==> config.mk <==
export PLATFORM = sky130hd
export DESIGN_NAME = plcx_top
export DESIGN_NICKNAME = d
export VERILOG_FILES = /design/src/inc/plcx_pkg.sv /design/src/core/plcx_port.sv /design/src/core/plcx_top.sv
export VERILOG_INCLUDE_DIRS = /design/src /design/src/inc
export SDC_FILE = /design/constraint.sdc
export NUM_CORES = 1
export LEC_CHECK = 0
export ABC_CLOCK_PERIOD_IN_PS = 2200
export BUFFER_PORTS_ARGS = -buffer_cell sky130_fd_sc_hd__buf_4
export CORE_MARGIN = 4
export CORE_UTILIZATION = 59
export CTS_CLUSTER_DIAMETER = 200
export DETAILED_ROUTE_END_ITERATION = 8
export HOLD_SLACK_MARGIN = 0.1
export PLACE_DENSITY = 0.85
export SETUP_SLACK_MARGIN = 0.15
export SYNTH_ARGS = -nofsm -noshare
export SYNTH_HDL_FRONTEND = slang
export SYNTH_SLANG_ARGS = --single-unit
==> constraint.sdc <==
create_clock -name clk -period 2.2 [get_ports clk]
set_input_delay 0.22 -clock clk [delete_from_list [all_inputs] [get_ports clk]]
set_output_delay 0.22 -clock clk [all_outputs]
set_load 0.01 [all_outputs]
==> src/inc/plcx_defs.svh <==
// plcx_defs.svh: register offsets, field positions and reset values of the port block
// assumes the 8051-style special function register address space
`ifndef PLCX_DEFS_SVH
`define PLCX_DEFS_SVH

`define PLCX_PORT0_ADDR    8'h80
`define PLCX_PORT1_ADDR    8'h90
`define PLCX_PORT2_ADDR    8'ha0
`define PLCX_PORT3_ADDR    8'hb0
`define PLCX_ROUTE_B_ADDR  8'he3

`define PLCX_PORT_RESET    8'hff
`define PLCX_ROUTE_B_RESET 8'h00
`define PLCX_ROUTE_B_MASK  8'hc1

`define PLCX_WPUD_BIT      7
`define PLCX_XBAR_BIT      6
`define PLCX_CNVST_BIT     0

`define PLCX_NUM_PORTS     4

`endif

==> src/inc/plcx_pkg.sv <==
// plcx_pkg: types shared by the port block
// assumes plcx_defs.svh is compiled alongside
package plcx_pkg;
  typedef logic [7:0] plcx_byte_t;
  typedef logic [2:0] plcx_bit_idx_t;
endpackage

==> src/core/plcx_port.sv <==
// plcx_port: one byte-wide port, output latch and pin synchroniser
// assumes pin levels arrive asynchronously to clk
`timescale 1ns/100ps
`default_nettype none
`include "plcx_defs.svh"

module plcx_port
(
  input  wire logic             clk,
  input  wire logic             reset_n,
  input  wire logic             wr_en,
  input  wire plcx_pkg::plcx_byte_t wr_data,
  input  wire plcx_pkg::plcx_byte_t pin_in,
  output var  plcx_pkg::plcx_byte_t latch_reg,
  output var  plcx_pkg::plcx_byte_t pin_sync_reg
);

  plcx_pkg::plcx_byte_t pin_meta_reg;
  plcx_pkg::plcx_byte_t latch_next;

  assign latch_next = wr_en ? wr_data : latch_reg;

  // -------------------------------------------------------------
  // output latch holds until next write
  // -------------------------------------------------------------
  always_ff @(posedge clk)
  begin
    if (!reset_n)
      latch_reg <= `PLCX_PORT_RESET;
    else
      latch_reg <= latch_next;
  end

  // -------------------------------------------------------------
  // two-flop pin synchroniser
  // -------------------------------------------------------------
  always_ff @(posedge clk)
  begin
    if (!reset_n)
    begin
      pin_meta_reg <= 8'h00;
      pin_sync_reg <= 8'h00;
    end
    else
    begin
      pin_meta_reg <= pin_in;
      pin_sync_reg <= pin_meta_reg;
    end
  end

endmodule

`default_nettype wire

==> src/core/plcx_top.sv <==
// plcx_top: four general-purpose ports and the second routing control register
// assumes the cpu drives the sfr strobes for one cycle, synchronous to clk
//
// Overview of operation
// - four eight-bit ports, each bit in or out
// - ports byte and bit addressable, single bit only
// - writes go to latch, latch drives outputs
// - plain reads return synchronised pin levels
// - listed instructions count as read-modify-write
// - read-modify-write reads latch, writes result back
// - unpinned ports keep fully working registers
// - weak pull-ups enabled after reset
`timescale 1ns/100ps
`default_nettype none
`include "plcx_defs.svh"

module plcx_top
(
  input  wire logic                 clk,
  input  wire logic                 reset_n,
  input  wire logic [7:0]           sfr_addr,
  input  wire logic                 sfr_bit_mode,
  input  wire logic                 sfr_wr,
  input  wire plcx_pkg::plcx_byte_t sfr_wdata,
  input  wire logic                 sfr_rd,
  input  wire logic                 sfr_rmw,
  output var  plcx_pkg::plcx_byte_t sfr_rdata_reg,
  input  wire plcx_pkg::plcx_byte_t port0_pin,
  input  wire plcx_pkg::plcx_byte_t port1_pin,
  input  wire plcx_pkg::plcx_byte_t port2_pin,
  input  wire plcx_pkg::plcx_byte_t port3_pin,
  output var  plcx_pkg::plcx_byte_t port0_out_reg,
  output var  plcx_pkg::plcx_byte_t port1_out_reg,
  output var  plcx_pkg::plcx_byte_t port2_out_reg,
  output var  plcx_pkg::plcx_byte_t port3_out_reg,
  output var  logic                 weak_pullup_en_reg,
  output var  logic                 routing_matrix_enable_reg,
  output var  logic                 conversion_start_pin_enable_reg
);

  // -------------------------------------------------------------
  // address decode
  // -------------------------------------------------------------
  wire logic [7:0]              byte_addr;
  wire plcx_pkg::plcx_bit_idx_t bit_idx;
  wire plcx_pkg::plcx_byte_t    bit_mask;
  wire plcx_pkg::plcx_byte_t    port_addr [0:3];
  wire plcx_pkg::plcx_byte_t    port_pin  [0:3];
  wire plcx_pkg::plcx_byte_t    port_latch [0:3];
  wire plcx_pkg::plcx_byte_t    port_sync  [0:3];
  wire plcx_pkg::plcx_byte_t    port_wdata [0:3];
  wire plcx_pkg::plcx_byte_t    port_rbyte [0:3];
  wire logic [3:0]              port_hit;
  wire logic                    route_hit;
  wire plcx_pkg::plcx_byte_t    route_b_value;
  plcx_pkg::plcx_byte_t         route_b_reg;
  plcx_pkg::plcx_byte_t         route_b_next;
  plcx_pkg::plcx_byte_t         rdata_next;

  assign byte_addr = sfr_bit_mode ? {sfr_addr[7:3], 3'h0} : sfr_addr;
  assign bit_idx   = sfr_addr[2:0];
  assign bit_mask  = 8'h01 << bit_idx;

  assign port_addr[0] = `PLCX_PORT0_ADDR;
  assign port_addr[1] = `PLCX_PORT1_ADDR;
  assign port_addr[2] = `PLCX_PORT2_ADDR;
  assign port_addr[3] = `PLCX_PORT3_ADDR;
  assign port_pin[0]  = port0_pin;
  assign port_pin[1]  = port1_pin;
  assign port_pin[2]  = port2_pin;
  assign port_pin[3]  = port3_pin;

  // control register is byte addressable only
  assign route_hit     = !sfr_bit_mode && (sfr_addr == `PLCX_ROUTE_B_ADDR);
  assign route_b_value = route_b_reg & `PLCX_ROUTE_B_MASK;
  assign route_b_next  = (sfr_wr && route_hit) ? (sfr_wdata & `PLCX_ROUTE_B_MASK) : route_b_reg;

  // -------------------------------------------------------------
  // the four ports
  // -------------------------------------------------------------
  genvar gi;
  generate
    for (gi = 0; gi < `PLCX_NUM_PORTS; gi = gi + 1)
    begin : g_port
      assign port_hit[gi] = (byte_addr == port_addr[gi]);
      // bit write merges into the latch, leaving other bits alone
      assign port_wdata[gi] = sfr_bit_mode
        ? ((port_latch[gi] & ~bit_mask) | (sfr_wdata[0] ? bit_mask : 8'h00))
        : sfr_wdata;
      // read-modify-write reads latch, else pin level
      assign port_rbyte[gi] = sfr_rmw ? port_latch[gi] : port_sync[gi];
      plcx_port u_port
      (
        .clk          (clk),
        .reset_n      (reset_n),
        .wr_en        (sfr_wr && port_hit[gi]),
        .wr_data      (port_wdata[gi]),
        .pin_in       (port_pin[gi]),
        .latch_reg    (port_latch[gi]),
        .pin_sync_reg (port_sync[gi])
      );
    end
  endgenerate

  // -------------------------------------------------------------
  // read data select
  // -------------------------------------------------------------
  always_comb
  begin
    rdata_next = 8'h00;
    for (int i = 0; i < `PLCX_NUM_PORTS; i++)
    begin
      if (port_hit[i])
        rdata_next = sfr_bit_mode ? {7'h00, port_rbyte[i][bit_idx]} : port_rbyte[i];
    end
    if (route_hit)
      rdata_next = route_b_value;
  end

  // -------------------------------------------------------------
  // registers and outputs
  // -------------------------------------------------------------
  always_ff @(posedge clk)
  begin
    if (!reset_n)
      route_b_reg <= `PLCX_ROUTE_B_RESET;
    else
      route_b_reg <= route_b_next;
  end

  always_ff @(posedge clk)
  begin
    if (!reset_n)
      sfr_rdata_reg <= 8'h00;
    else if (sfr_rd)
      sfr_rdata_reg <= rdata_next;
  end

  always_ff @(posedge clk)
  begin
    if (!reset_n)
    begin
      weak_pullup_en_reg              <= 1'b1;
      routing_matrix_enable_reg       <= 1'b0;
      conversion_start_pin_enable_reg <= 1'b0;
      port0_out_reg                   <= `PLCX_PORT_RESET;
      port1_out_reg                   <= `PLCX_PORT_RESET;
      port2_out_reg                   <= `PLCX_PORT_RESET;
      port3_out_reg                   <= `PLCX_PORT_RESET;
    end
    else
    begin
      weak_pullup_en_reg              <= !route_b_next[`PLCX_WPUD_BIT];
      routing_matrix_enable_reg       <= route_b_next[`PLCX_XBAR_BIT];
      conversion_start_pin_enable_reg <= route_b_next[`PLCX_CNVST_BIT];
      port0_out_reg                   <= sfr_wr && port_hit[0] ? port_wdata[0] : port_latch[0];
      port1_out_reg                   <= sfr_wr && port_hit[1] ? port_wdata[1] : port_latch[1];
      port2_out_reg                   <= sfr_wr && port_hit[2] ? port_wdata[2] : port_latch[2];
      port3_out_reg                   <= sfr_wr && port_hit[3] ? port_wdata[3] : port_latch[3];
    end
  end

  // -------------------------------------------------------------
  // assertions
  // -------------------------------------------------------------
  AST_OUT_FOLLOWS_LATCH: assert property (@(posedge clk) disable iff (!reset_n)
    (port0_out_reg == port_latch[0]) && (port3_out_reg == port_latch[3]))
    else $error("port output differs from latch");

  AST_BYTE_WRITE: assert property (@(posedge clk) disable iff (!reset_n)
    (sfr_wr && !sfr_bit_mode && sfr_addr == `PLCX_PORT1_ADDR)
      |=> (port1_out_reg == $past(sfr_wdata)))
    else $error("byte write not latched");

  AST_LATCH_HOLD: assert property (@(posedge clk) disable iff (!reset_n)
    !(sfr_wr && port_hit[2]) |=> $stable(port2_out_reg))
    else $error("latch changed without write");

  AST_BIT_WRITE: assert property (@(posedge clk) disable iff (!reset_n)
    (sfr_wr && sfr_bit_mode && port_hit[0])
      |=> ((port0_out_reg & ~$past(bit_mask)) == ($past(port_latch[0]) & ~$past(bit_mask)))
          && (port0_out_reg[$past(bit_idx)] == $past(sfr_wdata[0])))
    else $error("bit write disturbed other bits");

  AST_PIN_READ: assert property (@(posedge clk) disable iff (!reset_n)
    (sfr_rd && !sfr_rmw && !sfr_bit_mode && port_hit[1])
      |=> (sfr_rdata_reg == $past(port_sync[1])))
    else $error("plain read not from pins");

  AST_RMW_READ: assert property (@(posedge clk) disable iff (!reset_n)
    (sfr_rd && sfr_rmw && !sfr_bit_mode && port_hit[2])
      |=> (sfr_rdata_reg == $past(port_latch[2])))
    else $error("rmw read not from latch");

  AST_UNPINNED_RW: assert property (@(posedge clk) disable iff (!reset_n)
    (sfr_wr && !sfr_bit_mode && sfr_addr == `PLCX_PORT3_ADDR)
      ##1 (sfr_rd && sfr_rmw && !sfr_wr && !sfr_bit_mode && sfr_addr == `PLCX_PORT3_ADDR)
      |=> (sfr_rdata_reg == $past(sfr_wdata, 2)))
    else $error("unpinned port does not read back");

  AST_PULLUP_RESET: assert property (@(posedge clk)
    !reset_n |=> weak_pullup_en_reg && !routing_matrix_enable_reg)
    else $error("pull-ups not enabled after reset");

  AST_QUAL_SELECT: assert property (@(posedge clk) disable iff (!reset_n)
    (sfr_rd && sfr_bit_mode && port_hit[0])
      |=> sfr_rdata_reg == {7'h00, $past(sfr_rmw) ? $past(port_latch[0][bit_idx])
                                                   : $past(port_sync[0][bit_idx])})
    else $error("bit read source wrong");

  COV_RMW: cover property (@(posedge clk) disable iff (!reset_n)
    sfr_rd && sfr_rmw && sfr_wr && (port_hit != 4'h0));
  COV_BIT_SET: cover property (@(posedge clk) disable iff (!reset_n)
    sfr_wr && sfr_bit_mode && sfr_wdata[0] && port_hit[3]);
  COV_PULLUP_OFF: cover property (@(posedge clk) disable iff (!reset_n)
    $fell(weak_pullup_en_reg));

endmodule

`default_nettype wire

Word-level counts from Yosys, hierarchy flattened
Index checks and enable logic that the tools add are counted.
{ "totals": {"wordCells": 69, "out_inout_bits": 43, "input_bits": 54, "reg_bits": 110} }
{ "op_classes": {"magnitude_cmp": 1, "n_reduce_logical": 8, "n_mux": 28, "n_eq_ne": 5, "n_shift": 1, "n_bitwise": 9} }
{ "op_table": {"columns": ["cell", "count"], "rows": [
  ["two-way mux 8 bit", 19],
  ["equality test 8 bit (second input constant)", 5],
  ["bitwise AND 8 bit", 4],
  ["bitwise OR 8 bit", 4],
  ["binary-select mux 1 bit (select 3 bit)", 4],
  ["inverter 8 bit", 1],
  ["left shift 1 x 3 -> 8 bit (first input constant)", 1],
  ["logical AND 1 bit", 6],
  ["less-than comparator 3 x 4 -> 1 bit (second input constant)", 1],
  ["two-way mux 1 bit", 4],
  ["two-way mux 3 bit", 1],
  ["logical NOT 1 bit", 2]
]} }

Logic depth before layout (Yosys ltp)
{ "depth": {"ltp_word": 9, "mapped_depth": 9, "depth_no_buf": 6} }

Cells and area by module
From an unflattened synthesis, not the netlist that was laid out.
{ "hier_totals": {"hier_cells": 637, "hier_area_um2": 5954.5} }
{ "by_module_without_submodules": {"columns": ["mod", "area_each_um2", "n_inst", "seq_area_each_um2", "cells_per_inst"], "rows": [
  ["plcx_top", 3086.7, 1, 880.8, 401],
  ["plcx_port", 716.9, 4, 480.5, 59]
]} }

Worst setup path after synthesis
No wires, ideal clock.
{ "synth_path": {"path_type": "input-to-reg", "startpoint": "input sfr_rmw", "endpoint": "register sfr_rdata_reg[0]", "setup_ns": 0.119, "setup_slack_ns": 0.668, "t_required_ns": 2.081, "cell_stages": 8, "arrival_time_ns": 1.413, "n_path_buf": 2, "path_cell_list": "buf_2 > buf_2 > mux2i_1 > o32ai_2 > o31ai_2 > o221ai_2 > a31oi_1 > a21oi_1"} }
{ "synth_between": {"elab_chain_len": 9, "word_cells_on_any_way": 21, "cone_classes": "21 x mux"} }
{ "synth_rtl": {"columns": ["item", "line", "source"], "rows": [
  ["start: declaration", "plcx_top.sv:26", "input wire logic sfr_rmw,"],
  ["two-way mux 8 bit", "plcx_top.sv:91", "assign port_rbyte[gi] = sfr_rmw ? port_latch[gi] : port_sync[gi];"],
  ["binary-select mux 1 bit (select 3 bit)", "plcx_top.sv:114", "rdata_next = sfr_bit_mode ? {7'h00, port_rbyte[i][bit_idx]} : port_rbyte[i];"],
  ["two-way mux 1 bit (implied by the code)", "plcx_top.sv:114", null],
  ["two-way mux 8 bit", "plcx_top.sv:114", null],
  ["two-way mux 8 bit (3 in series)", "plcx_top.sv:113", "if (port_hit[i])"],
  ["two-way mux 8 bit (*)", "plcx_top.sv:113", null],
  ["two-way mux 8 bit (*)", "plcx_top.sv:116", "if (route_hit)"],
  ["end signal: assignment", "plcx_top.sv:136", "sfr_rdata_reg <= rdata_next;"],
  ["end: declaration", "plcx_top.sv:27", "output var plcx_pkg::plcx_byte_t sfr_rdata_reg,"]
]} }
Every way passes the cells marked *; elsewhere a longest branch is shown, timed or not. The select of a mux whose other input is x is not followed.
A chain may end at the register's enable or synchronous reset.

==> metrics.txt <==
final period utilization 72.80%; Crit path required time 2.46 ns; Vias/cell 5.853; GPL Wtd Cong 0.9665; P per Cell Area 610.8 nW/um^2; drt drc 0; #FFs+latches synth 108; max_cap viols 0; Post-Syn Area 4697 um^2; combinational share of power 12.4%; dpl ws 0.3717 ns; R2R depth 6; hold_buf cts 32; Setup Crit Path Kind reg2reg; reg2reg end sfr_rdata_reg[0]$_SDFFE_PN0P_; Root Driver clkbuf_8; Hold Crit Start sfr_wdata[6]; clock buffer depth 2; Syn Nets 514; global-route wire length before repair 19.99 mm; Die Span X 97.23 um; outcome complete, no violations; core area 7727 um^2; Slew HR 61.76%; initial antenna violation count 0; First-pass DRT Iterations 5; Pint 2.698 mW; Pleak 2.444 nW; I/O Buffers 96; Final Cell Area 5914 um^2; Worst EP arrival 1.87 ns; sw frac 25.32%; crit path max fanout 4; htree depth 3; Synth warnings 0; vias post-DR 3968; GRT Util Overall 26.35%; cell count after synthesis 460; Avg Cell Area, Syn 10.21 um^2; CP peak stage delay 0.36 ns; sequential share of power 56.5%; worst hold path type in2reg; worst skew pair latency 0.37 ns; share of layout cells above drive strength 1 23.83%; vias in the first global route 3877; clock slew at reported path FFs 0.11 ns; Final Net Count 625; DP Area 5409 um^2; gr ovfl total 0; Worst path slowest cell dfxtp_1; final max-slew violation count 0; Die Ht 97.23 um; measured slew at the worst slew-check pin 0.5736 ns; Hold EP route_b_reg[6]$_SDFFE_PN0P_; Hold Vio Cnt, Final 0; largest net degree at the start of global routing 47; reg2reg setup slack 0.60 ns; Setup Fix Bufs, Post-CTS 0; Final WS setup 0.5984 ns; clk_skew 0.01146 ns; sequential fraction of the synthesis area 46.03%; WHS 0.1492 ns; cells along the critical path mux2_2 > and4_1 > o31ai_2 > o221ai_2 > a31oi_1 > a21oi_1; setup TNS 0 ns; antenna violation net count after detailed routing 0; CTS tree done; Starting Density 60.78%; crit path time final 1.602 ns; hold path depth 3; Fmax 624.4 MHz; Psw 0.9147 mW; Critical Path Sink Type flop; top-level I/O count 97; Final setup viols 0; dpl hpwl 8.447 mm; row count 32; CTS Buf Count 9; fin util 76.54%; Resize count post-CTS 0; drt first-iter violations 324; Startpoint Class flop; die area 9453 um^2; Synth-to-Final Area Change 25.92%; Sink Count 108; routed wire length 12.40 mm; Worst VDD drop 448.6 uV; Yosys cell types 49; Clock power frac 31.2%; Wirelength per Cell 18.28 um; unrepaired setup endpoints after global routing no
how the worst max path moves through the flow:
stage / start / to / slack, ns / depth (start not counted)
floorplan: sfr_rmw / sfr_rdata_reg[0]$_SDFFE_PN0P_ / 0.67 / 8
CTS: flop / sfr_rdata_reg[0]$_SDFFE_PN0P_ / 0.60 / 6
global route: flop / sfr_rdata_reg[0]$_SDFFE_PN0P_ / 0.53 / 6
global placement: sfr_rmw / sfr_rdata_reg[0]$_SDFFE_PN0P_ / 0.39 / 6
detailed placement: sfr_addr[1] / sfr_rdata_reg[0]$_SDFFE_PN0P_ / 0.37 / 7
finish: flop / sfr_rdata_reg[0]$_SDFFE_PN0P_ / 0.60 / 6
cell usage after synthesis, drive strengths merged:
cell type	instances	share of area, %
nor3	3	0.43
a31oi	4	0.53
nand3	7	0.75
nand2	27	2.2
o221ai	3	0.69
nor4b	1	0.19
a211o	1	0.19
or3b	2	0.43
inv	7	0.56
o21ai	33	3.5
or3	1	0.24
and2	71	9.5
nand2b	4	0.53
o22ai	7	0.93
o211ai	32	5.1
and3	1	0.13
mux2i	27	5.8
nor4	1	0.13
nor3b	1	0.16
and3b	1	0.19
nor2b	11	1.5
nor4bb	1	0.21
a21boi	2	0.32
a41o	1	0.21
nand3b	2	0.32
dfxtp	108	46
mux2	7	1.7
clkbuf	14	1.2
o21a	3	0.48
o211a	2	0.43
o2111ai	2	0.37
or2	1	0.13
and4	3	0.56
o32ai	1	0.35
o31ai	1	0.27
a211oi	2	0.32
nand4	5	0.67
a21oi	16	1.7
mux4	14	7.5
buf	23	3.1
nor2	7	0.56
layout make-up:
class	count	area [um^2]
Multi-Input combinational cell	308	2305
Clock buffer	10	137.6
Fill cell	542	1813
Antenna cell	1	2.502
Inverter	7	26.28
Sequential cell	108	2162
Timing Repair Buffer	137	1109
Clock inverter	5	45.04
Tap cell	102	127.6
power by group through the flow:
stage	clock network [mW]	registers, mW	logic (mW)
after CTS	1.15	2.04	0.438
after global placement	0	2.08	0.383
after floorplan	0	2.08	0.256
final	1.13	2.04	0.447
after detailed placement	0	2.08	0.391
after global routing	1.21	2.04	0.483
placed cells by master, fill, tap and decap left out, drive strengths merged, types with 2 or more instances in the layout:
| cell type | instances |
|---|---|
| mux2i | 27 |
| clkinv | 2 |
| nor3 | 3 |
| mux2 | 7 |
| o221ai | 3 |
| a21boi | 2 |
| dfxtp | 108 |
| and4 | 3 |
| o21ai | 33 |
| mux4 | 14 |
| or3b | 2 |
| o21a | 3 |
| inv | 9 |
| o22ai | 7 |
| nor2b | 11 |
| nand4 | 5 |
| buf | 105 |
| nand2 | 27 |
| a211oi | 2 |
| a21oi | 16 |
| nand3 | 7 |
| and2 | 71 |
| o211a | 2 |
| clkbuf | 10 |
| o2111ai | 2 |
| a31oi | 4 |
| o211ai | 32 |
| nand3b | 2 |
| dlygate4sd3 | 32 |
| nand2b | 4 |
| nor2 | 7 |
metal layers:
metal / up-vias / track usage [%] / share of wire (%) / routed length [um]
li1: 1869 / - / - / -
met1: 1834 / 34.28 / 40 / 5016
met2: 232 / 41.93 / 47 / 5804
met3: 33 / 6.317 / 9.7 / 1202
met4: 0 / 11.50 / 3.0 / 373
met5: - / 0 / 0 / 0
kinds of logic (layout without fill, tap and decap cells):
group | after synthesis | in the layout | share of synthesized area, %
AND/OR/NAND/NOR | 150 | 150 | 18.70
flip-flops | 108 | 108 | 46.03
other | 0 | 1 | 0
AO/OA/AOI/OAI | 110 | 110 | 15.42
multiplexers | 48 | 48 | 14.94
buffers and inverters | 44 | 159 | 4.902
worst max-delay path: cells and delay by family (launching register included):
family,cells,cell delay [ns]
and+or+nand+nor,1,0.21
muxes,1,0.27
DFF,1,0.36
AOI/OAI and AO/OA,4,0.66
through the flow:
stage	power, mW	cells
4_1_cts	3.624	677
6_report	3.612	678
5_1_grt	3.742	677
3_5_place_dp	2.476	630
2_1_floorplan	2.331	460
3_3_place_gp	2.466	630
Power figures use the tool's default switching activity.
